`src/rtl/veil_defines.vh`:
```
`ifndef VEIL_DEFINES_VH
`define VEIL_DEFINES_VH
// Vector table (program word addresses)
`define VEIL_VEC_RESET      14'h0000
`define VEIL_VEC_EXT        14'h0002
`define VEIL_VEC_STEP       14'h0002
`define VEIL_VEC_LAST       14'h0036
`define VEIL_NUM_VECTORS    28
`define VEIL_NUM_SOURCES    27
`define VEIL_SRC_EXT        0
`define VEIL_SRC_PCG0       1
`define VEIL_SRC_PCG1       2
`define VEIL_SRC_PCG2       3
// Pin-change group bit ranges
`define VEIL_PC_WIDTH       18
`define VEIL_G0_HI          7
`define VEIL_G0_LO          0
`define VEIL_G1_HI          11
`define VEIL_G1_LO          8
`define VEIL_G2_HI          17
`define VEIL_G2_LO          12
// External sense encodings
`define VEIL_SENSE_LOW      2'h0
`define VEIL_SENSE_ANY      2'h1
`define VEIL_SENSE_FALL     2'h2
`define VEIL_SENSE_RISE     2'h3
// Start-up counter
`define VEIL_SUT_WIDTH      16
`define VEIL_SUT_BASE       16'h0010
`endif

```
`src/rtl/veil_sync.v`:
```
`timescale 1ns/1ns
`default_nettype none
// Three-stage synchroniser; a change counts once stages two and three agree
module veil_sync #(
  parameter WIDTH = 1
) (
  // Clock and reset
  input  wire             i_clock,
  input  wire             i_srst,
  // Asynchronous input and settled output
  input  wire [WIDTH-1:0] i_async,
  input  wire [WIDTH-1:0] i_reset_value,
  output reg  [WIDTH-1:0] o_level
);
  reg [WIDTH-1:0] stage_one;   // Metastability catcher, read only by stage_two
  reg [WIDTH-1:0] stage_two;   // Second stage
  reg [WIDTH-1:0] stage_three; // Third stage

  // Shift chain and agreement filter
  always @(posedge i_clock) begin
    if (i_srst) begin
      stage_one   <= i_reset_value;
      stage_two   <= i_reset_value;
      stage_three <= i_reset_value;
      o_level     <= i_reset_value;
    end else begin
      stage_one   <= i_async;
      stage_two   <= stage_one;
      stage_three <= stage_two;
      o_level     <= (stage_two & stage_three) | (o_level & (stage_two ^ stage_three));
    end
  end
endmodule // veil_sync
`default_nettype wire

```
`src/rtl/veil_irq.v`:
```
`timescale 1ns/1ns
`default_nettype none
`include "veil_defines.vh"
// How it works
// - Reset vector sits at address zero
// - 28 vectors, two words apart, last 0x0036
// - External pin request vectors to 0x0002
// - Pin-change groups vector to 0x0004..0x0008
// - Timer requests occupy 0x000C through 0x0018
// - Serial ports use 0x001E through 0x002C
// - Only enabled sources cause vector fetch
// - Pins trigger even when driven as outputs
// - Group zero: any enabled bit 7:0 toggles
// - Group one: any enabled bit 11:8 toggles
// - Group two: any enabled bit 17:12 toggles
// - Per-group masks select contributing pins
// - Pin changes wake from every sleep mode
// - External pin: falling, rising or low level
// - Level mode requests while pin stays low
// - Edge detection needs the running clock
// - Low level wake is also sampled on the clock
// - Level gone before start-up: wake, no request
// - Then resume after the sleep instruction
// - Start-up time taken from fuse settings
// - Sense code: low, any, falling, rising
// - Pin sampled first; long pulses always caught
// - Flags clear on handler entry or write-one
// - Pin needs mask bit and group enable
module veil_irq (
  // Clock and reset
  input  wire        i_clock,
  input  wire        i_srst,
  // Pins, sampled at the pad whatever their direction
  input  wire        i_ext_irq_pin,
  input  wire [17:0] i_pin_change_input,
  // Configuration
  input  wire [1:0]  i_ext_sense_select,
  input  wire        i_ext_enable,
  input  wire [2:0]  i_group_enable,
  input  wire [7:0]  i_pin_change_mask_zero,
  input  wire [3:0]  i_pin_change_mask_one,
  input  wire [5:0]  i_pin_change_mask_two,
  input  wire [1:0]  i_startup_time_fuse,
  input  wire [3:0]  i_clock_source_fuse,
  // Flag write-one clears: bit0 ext, bits 1..3 groups 0..2
  input  wire [3:0]  i_flag_clear,
  // Other peripheral requests, vectors 6..28 (already gated by their enables)
  input  wire [22:0] i_periph_irq,
  // Core handshake
  input  wire        i_global_enable,
  input  wire        i_irq_ack,
  input  wire        i_sleeping,
  output wire        o_irq_req,
  output reg  [13:0] o_vector_addr,
  output reg  [4:0]  o_vector_num,
  output wire [3:0]  o_flags,
  output reg         o_wake,
  output reg         o_startup_busy
);
  // Returns vector address for a 1-based vector number
  function [13:0] vec_addr;
    input [4:0] num;
    begin
      vec_addr = `VEIL_VEC_RESET + ((num - 5'h01) * `VEIL_VEC_STEP);
    end
  endfunction

  // Synchronised pins; asynchronous paths cross here
  wire [17:0] pc_level;   // Settled pin-change levels
  wire        ext_level;  // Settled external pin level
  veil_sync #(.WIDTH(19)) u_sync (
    .i_clock       (i_clock),
    .i_srst        (i_srst),
    .i_async       ({i_ext_irq_pin, i_pin_change_input}),
    .i_reset_value (19'h7ffff),
    .o_level       ({ext_level, pc_level})
  );

  reg [17:0] pc_prev;     // Previous settled pin-change levels
  reg        ext_prev;    // Previous settled external level
  reg [3:0]  flag;        // Sticky flags: ext, group0..2
  reg [`VEIL_SUT_WIDTH-1:0] sut_count; // Wake start-up countdown
  reg        sleep_prev;  // Sleep state one cycle ago

  // Per-pin toggle and mask
  wire [17:0] pc_toggle = pc_level ^ pc_prev;
  wire [17:0] pc_mask = {i_pin_change_mask_two, i_pin_change_mask_one, i_pin_change_mask_zero};
  wire [17:0] pc_hit = pc_toggle & pc_mask;

  // Group hits gated by group enables
  wire grp0_hit = |pc_hit[`VEIL_G0_HI:`VEIL_G0_LO] & i_group_enable[0];
  wire grp1_hit = |pc_hit[`VEIL_G1_HI:`VEIL_G1_LO] & i_group_enable[1];
  wire grp2_hit = |pc_hit[`VEIL_G2_HI:`VEIL_G2_LO] & i_group_enable[2];

  // External edge detection on sampled pin
  reg ext_edge;
  always @* begin
    case (i_ext_sense_select)
      `VEIL_SENSE_ANY:  ext_edge = ext_level ^ ext_prev;
      `VEIL_SENSE_FALL: ext_edge = ext_prev & ~ext_level;
      `VEIL_SENSE_RISE: ext_edge = ~ext_prev & ext_level;
      default:          ext_edge = 1'b0;
    endcase
  end

  // Level mode: request tracks the pin, only after start-up completed
  wire level_mode = (i_ext_sense_select == `VEIL_SENSE_LOW);
  wire level_req  = level_mode & ~ext_level & ~o_startup_busy;

  // Start-up time from fuses
  wire [`VEIL_SUT_WIDTH-1:0] sut_load =
    `VEIL_SUT_BASE << ({1'b0, i_startup_time_fuse} + {1'b0, i_clock_source_fuse[1:0]});

  // Pending sources, vector 2 onward
  wire [`VEIL_NUM_SOURCES-1:0] pending;
  assign pending = {i_periph_irq,
                    flag[3] & i_group_enable[2],
                    flag[2] & i_group_enable[1],
                    flag[1] & i_group_enable[0],
                    i_ext_enable & (level_mode ? level_req : flag[0])};

  // Lowest-numbered pending source
  reg [4:0] win_idx;
  reg       win_any;
  integer k;
  always @* begin
    win_idx = 5'h00;
    win_any = 1'b0;
    for (k = `VEIL_NUM_SOURCES - 1; k >= 0; k = k - 1) begin
      if (pending[k]) begin
        win_idx = k[4:0];
        win_any = 1'b1;
      end
    end
  end

  assign o_irq_req = win_any & i_global_enable & ~o_startup_busy;
  assign o_flags   = flag;

  // Flag, history and vector registers
  always @(posedge i_clock) begin
    if (i_srst) begin
      pc_prev       <= 18'h3ffff;
      ext_prev      <= 1'b1;
      flag          <= 4'h0;
      o_vector_addr <= `VEIL_VEC_RESET;
      o_vector_num  <= 5'h01;
    end else begin
      pc_prev  <= pc_level;
      ext_prev <= ext_level;
      // Set wins over clear; ack clears the winning flag
      flag[0] <= ~level_mode & (ext_edge |
                 (flag[0] & ~i_flag_clear[0] &
                  ~(i_irq_ack & win_idx == 5'h00)));
      flag[1] <= grp0_hit | (flag[1] & ~i_flag_clear[1] &
                 ~(i_irq_ack & win_idx == 5'h01));
      flag[2] <= grp1_hit | (flag[2] & ~i_flag_clear[2] &
                 ~(i_irq_ack & win_idx == 5'h02));
      flag[3] <= grp2_hit | (flag[3] & ~i_flag_clear[3] &
                 ~(i_irq_ack & win_idx == 5'h03));
      // Register the vector the core would fetch
      o_vector_num  <= win_idx + 5'h02;
      o_vector_addr <= vec_addr(win_idx + 5'h02);
    end
  end

  // Wake detection and start-up countdown
  always @(posedge i_clock) begin
    if (i_srst) begin
      sut_count      <= {`VEIL_SUT_WIDTH{1'b0}};
      o_startup_busy <= 1'b0;
      o_wake         <= 1'b0;
      sleep_prev     <= 1'b0;
    end else begin
      sleep_prev <= i_sleeping;
      // Wake on any enabled pin change or low level while asleep
      o_wake <= i_sleeping & ((grp0_hit | grp1_hit | grp2_hit) |
                (i_ext_enable & level_mode & ~ext_level));
      if (i_sleeping & ~sleep_prev) begin
        sut_count      <= sut_load;
        o_startup_busy <= 1'b1;
      end else if (o_startup_busy & ~i_sleeping) begin
        if (sut_count == {`VEIL_SUT_WIDTH{1'b0}}) begin
          o_startup_busy <= 1'b0;
        end else begin
          sut_count <= sut_count - 1'b1;
        end
      end
    end
  end
endmodule // veil_irq
`default_nettype wire

```
`config.mk`:
```
export PLATFORM = sky130hd
export DESIGN_NAME = veil_irq
export DESIGN_NICKNAME = d
export VERILOG_FILES = /design/src/rtl/veil_sync.v /design/src/rtl/veil_irq.v
export VERILOG_INCLUDE_DIRS = /design/src /design/src/rtl
export SDC_FILE = /design/constraint.sdc
export NUM_CORES = 1
export LEC_CHECK = 0
export BUFFER_PORTS_ARGS = -buffer_cell sky130_fd_sc_hd__buf_4
export CAP_MARGIN = 25
export CORE_MARGIN = 8
export CORE_UTILIZATION = 31
export DETAILED_ROUTE_END_ITERATION = 8
export GPL_ROUTABILITY_DRIVEN = 0
export PLACE_DENSITY_LB_ADDON = 0.15
export RECOVER_POWER = 100
export SKIP_LAST_GASP = 1
export SYNTH_ARGS = -nofsm -noshare
export SYNTH_HDL_FRONTEND = slang
export SYNTH_SLANG_ARGS = --single-unit
```
`constraint.sdc`:
```
create_clock -name i_clock -period 2.45 [get_ports i_clock]
set_input_delay 0.49 -clock i_clock [delete_from_list [all_inputs] [get_ports i_clock]]
set_output_delay 0.49 -clock i_clock [all_outputs]
set_load 0.02 [all_outputs]
```
==> results.cfg, run 1 <==
[synth]
netlist_area_mm2 = 0.00526
async_flop_share_pct = 0
syn_avg_cell_area_um2 = 10.2
synth_top_area_share_pct = 49.1
synth_cell_types = 63
ys_ff_latch = 129
netlist_instances = 518
synth_flop_cell = dfxtp_1
synth_warnings = 0
yosys-top-cells-area = dfxtp_1 49%, or2_2 9.3%, ha_1 6.2%
yosysSeqAreaShare_pct = 49.1
synth_edf_count = 0
yosysTopAreaCell = dfxtp_1

[cts]
cts_tree = done
clockBufferDepth = 2
cts_sinks = 129
h-tree-depth = 4
clk_latency_ps = 410
ctsHoldBuffers = 0
clk_pin_slew_ps = 60
cts_root_buf = clkbuf_16
cts_made_buffers = 17

[global_routing]
grt_remaining_overflow = 0
grt_usage_pct = 11.6
grt_pass1_vias = 4137
grt_max_degree = 67
grt_pass1_wl_um = 20300
antenna_found_initial = 0

[routing]
wl_um = 11800
drc = 0
wl_met2_um = 5300
highest_layer = met4
via_count = 4032
drt-initial-drc-count = 163
wl_per_cell_um = 13.3
vias_per_cell = 4.58
met1_length_um = 5640
ant_nets = 0
met3_length_um = 609
dr.pass1.iters = 4

[run]
maxCapViolCount = 0

[worst_setup_path]
cp.required_ps = 1960
critPathTopFamily = simple AND/OR/NAND/NOR gates
path_class = in2out
worst_path_max_delay_cell = or4_4
crit_fanout = 3
start_kind = input pin
arrival_ps = 1940
worstSetupEndpointType = primary output
crit_buf_inv = 2
max_stage_delay_ps = 550
crit_chain = buf_4, or4_4, nor4b_4, nand4_1, and3_1, buf_6

[place]
place_area_mm2 = 0.00644
port_buffers = 103
place_hpwl_um = 8910
dp_slack_ps = -221

[timing]
worst_pin_slew_ps = 1030
fin_crit_sh_pct = 99.3
finalMaxSlewViolations = 0
max_slew_margin_pct = 31.3
hold_viol_final = 0
finalSetupViolCount = 0
holdWs_ps = 258
fin_skew_ps = 3.77
min_period_ps = 2430
clock.fmax_mhz = 411
worst_slack_ps = 18.2
rsz0062_at_grt = true

[pwr]
ir_worst_vdd_mv = 0.466
netSwitchingPower_mw = 1.36
p_per_area_mw_per_mm2 = 798
p_comb_share_pct = 12.6
internal_power_mw = 4.22
swShare_pct = 24.4
power.share.sequential_pct = 40.6
cellLeakagePower_nw = 2.79
p_clk_share_pct = 46.7
p_total_mw = 5.58

[floorplanning]
die_y_um = 146
floorplan.die_area_mm2 = 0.0214
initial_core_util_pct = 31.7
io_pins = 107
rows = 47
core_area_mm2 = 0.0166
die-width_um = 146

[layout]
area_delta_synth_final_pct = 32.8
nets = 756
n_antenna_cell = 0
drive_above_1_share_pct = 35.9
final_area_mm2 = 0.00699

[run_status]
status = completed

[worst_hold_path]
hp-class = in2reg
-- synth_stat cells (4+ instances only) --
cell type,n
a211o_1,19
a211oi_1,4
a21oi_1,20
a22oi_1,9
a31oi_1,6
buf_4,8
clkbuf_1,13
dfxtp_1,129
ha_1,26
inv_1,16
nand2_1,10
nand2b_1,4
nand3_1,8
nor2_1,34
nor2b_1,6
nor3_1,11
nor4_1,8
o21ai_0,10
or2_2,78
or3_1,5
or4_1,4
xnor2_1,9
xor2_1,24
-- per-layer routing --
metal	GRT usage, %	vias up
met3	3.89	15
met4	5.15	0
met2	18.1	97
li1	-	2061
met1	14.3	1859
met5	0	-
-- cells by family (layout without fill, tap and decap cells) --
| group | Yosys count | after routing | synth area share, % |
|---|---|---|---|
| flops | 129 | 129 | 49.1 |
| compound gates | 94 | 94 | 13.2 |
| fa+ha+maj | 27 | 27 | 6.56 |
| other cells | 1 | 2 | 0.0713 |
| xor+xnor | 33 | 33 | 5.49 |
| simple gates | 192 | 192 | 21.7 |
| mux | 1 | 1 | 0.214 |
| buf+inv | 41 | 183 | 3.66 |
-- per-stage QoR --
step / instances / TNS, ps / util (%)
6_report: 881 / 0 / 42.1
5_1_grt: 881 / -236 / 42.1
4_1_cts: 882 / -69.4 / 42.9
3_5_place_dp: 844 / -882 / 38.8
3_3_place_gp: 844 / -749 / 38.8
2_1_floorplan: 519 / 0 / -
-- cell usage in the layout, fill, tap and decap left out, drive strengths merged, types with 3 or more instances in the layout --
master / count
xnor2: 9
ha: 26
a211o: 19
inv: 20
or2: 79
a31oi: 6
dfxtp: 129
nor3: 12
nand3: 9
or3: 5
buf: 104
nand4: 3
nand3b: 3
a21boi: 3
a21oi: 20
nor2: 35
o211ai: 3
clkinv: 5
xor2: 24
a211oi: 5
bufinv: 3
and3: 3
or4: 6
a221oi: 3
o21ai: 11
nor4: 8
a22oi: 9
nor2b: 6
nand2: 10
clkbuf: 50
nand2b: 4
-- power by group through the flow --
stage	sequential (mW)	combinational, mW	clock (mW)
3_3_place_gp	2.31	0.723	0
2_1_floorplan	2.33	0.419	0
3_5_place_dp	2.31	0.739	0
5_1_grt	2.28	0.791	2.81
6_report	2.27	0.704	2.61
4_1_cts	2.27	0.751	2.70
-- state kept, by name (all words and copies together) (netlist names), 4 cells and up --
name and count:
u_sync.stage_one 19, u_sync.stage_two 19, o_vector_num 5, u_sync.o_level 19
sut_count 16, u_sync.stage_three 19, pc_prev 18, o_vector_addr 6
o_flags 4
-- worst paths after layout --
path	startpoint	end	slack (ps)	cells past startpoint
setup / recovery	i_periph_irq[9]	o_irq_req	20	6
setup reg to reg	o_startup_busy	o_vector_addr[5]	100	10
hold / removal	i_pin_change_input[8]	u_sync.stage_one[8]	260	2
hold reg to reg	u_sync.stage_one[13]	u_sync.stage_two[13]	400	1
-- timing repair --
action | in CTS | in global routing
pin swaps | 7 | 6
setup endpoints to repair | 1 | 3
gates resized for setup | 3 | 3
hold endpoints to repair | 0 | 0
buffers inserted | 6 | 0
-- area by class of cell --
type / count / area, µm²
multi-input cells: 349 / 2530
well taps: 220 / 275
fillers: 1649 / 9600
clock inverters: 13 / 173
clock buffers: 19 / 453
repair buffers: 135 / 911
inverters: 16 / 60.1
flip-flops and latches: 129 / 2580
-- worst register-to-register path, stage by stage (launching register included) --
cell,delay [ps]
dfxtp_1,310
or4_4,490
o211ai_1,260
buf_4,150
buf_4,90
clkbuf_4,120
a211oi_2,50
ha_4,280
nor3_4,170
nand2_1,90
a221oi_2,250
Note: power is estimated with default switching activity, not from simulation.
==> inputs of run 2 (changes only) <==
==> constraint.sdc (replaced) <==
create_clock -name i_clock -period 2.5 [get_ports i_clock]
set_input_delay 0.5 -clock i_clock [delete_from_list [all_inputs] [get_ports i_clock]]
set_output_delay 0.5 -clock i_clock [all_outputs]
set_load 0.02 [all_outputs]
==> run 2 against run 1 <==
  * The flow now finishes with violations (capacitance limit, slew limit)
  * Core utilization down 0.40 points
  * Via count down 1.2%
  * Clock power down 5%
  * Cell count down 0.45%
  * Total power down 3.6%
  * Routed wire length up 0.41%
  * Critical path depth unchanged
  * Largest cell class unchanged
  * Largest power group unchanged
==> results.cfg, run 2 (synthesis gave the netlist of run 1 again) <==
[cts]
cts_tree = done
ctsHoldBuffers = 0
clk_latency_ps = 410
cts_sinks = 129
cts_made_buffers = 17
cts_root_buf = clkbuf_16
h-tree-depth = 4
clk_pin_slew_ps = 60
clockBufferDepth = 2

[worst_hold_path]
hp-class = in2reg

[floorplanning]
die-width_um = 146
rows = 47
die_y_um = 146
floorplan.die_area_mm2 = 0.0214
initial_core_util_pct = 31.7
io_pins = 107
core_area_mm2 = 0.0166

[layout]
nets = 752
mostFrequentLayoutCells = 127 x dfxtp_1, 101 x buf_4, 78 x or2_2
n_antenna_cell = 0
area_delta_synth_final_pct = 31.5
drive_above_1_share_pct = 34.9
fin_util_pct = 41.7
layout_commonest_cell = dfxtp_1

[worst_setup_path]
arrival_ps = 1990
r2r_slack_ps = 130
start_kind = input pin
crit_fanout = 3
cp.required_ps = 2000
path_class = in2out
worstSetupEndpointType = primary output

[global_routing]
grt_usage_pct = 11.3
grt_pass1_vias = 4123
antenna_found_initial = 0
grt_pass1_wl_um = 19600
grt_max_degree = 80
grt_remaining_overflow = 0

[run]
maxCapViolCount = 1

[routing]
drt-initial-drc-count = 139
dr.pass1.iters = 5
via_count = 3985
vias_per_cell = 4.54
wl_per_cell_um = 13.5
ant_nets = 0
wl_um = 11800
drc = 0

[timing]
fin_crit_sh_pct = 99.4
finalMaxSlewViolations = 41
clock.fmax_mhz = 402
finalSetupViolCount = 0
worst_pin_slew_ps = 1760
max_slew_margin_pct = -17.3
rsz0062_at_grt = true
hold_viol_final = 0
min_period_ps = 2490
fin_skew_ps = 4.15

[pwr]
p_per_area_mw_per_mm2 = 777
p_total_mw = 5.38
ir_worst_vdd_mv = 0.466
cellLeakagePower_nw = 2.75

[place]
place_hpwl_um = 8820
port_buffers = 103

[run_status]
violations = capacitance limit, slew limit
status = finished, violations left
==> run 2: layer usage <==
metal | up-vias | GRT usage, % | routed length, µm
met5 | - | 0 | 0
met4 | 0 | 5.56 | 292
met1 | 1812 | 13.5 | 5570
met2 | 98 | 18.0 | 5420
li1 | 2051 | - | -
met3 | 24 | 3.86 | 516
==> run 2: final cells by class <==
type                    count  area, µm²
clock buffers              23        468
clock inverters             9        131
fillers                  1687       9660
inverters                  16       60.1
multi-input cells         349       2510
flip-flops and latches    129       2580
well taps                 220        275
repair buffers            131        893
==> run 2: critical path: stages <==
cell and delay (ps):
buf_4 120, or4_4 550, nor4b_4 290, nand4_1 160
and3_1 230, buf_6 130
==> run 2: final timing paths <==
kind              depth (start not counted)             startpoint              endpoint
setup / recovery                          6        i_periph_irq[8]             o_irq_req
hold / removal                            2  i_pin_change_input[4]   u_sync.stage_one[4]
setup reg to reg                         10           sut_count[0]         sut_count[15]
hold reg to reg                           1   u_sync.stage_one[17]  u_sync.stage_two[17]
==> run 2: what timing repair did <==
item,CTS,global route
resized for setup,3,3
setup buffers,1,1
endpoints found under the setup margin,1,3
pin swaps,5,5
==> run 2: report_power, final <==
part / internal (mW) / leakage [nW] / switching, mW
clock network: 1.62 / 0.283 / 0.868
registers: 2.16 / 1.06 / 0.0623
logic: 0.323 / 1.40 / 0.346
total: 4.10 / 2.75 / 1.28
==> run 2: per-stage QoR <==
| stage | cells | hold slack (ps) | setup slack, ps | setup TNS, ps | cell area, µm² |
|---|---|---|---|---|---|
| finish | 877 | 266 | 14.3 | 0 | 6920 |
| global route | 877 | 245 | -72.6 | -203 | 6920 |
| CTS | 876 | 244 | -54.2 | -54.2 | 7010 |
| detailed placement | 843 | 393 | -147 | -519 | 6400 |
| global placement | 843 | 392 | -147 | -338 | 6400 |
| floorplan | 519 | 389 | 12.5 | 0 | 5280 |
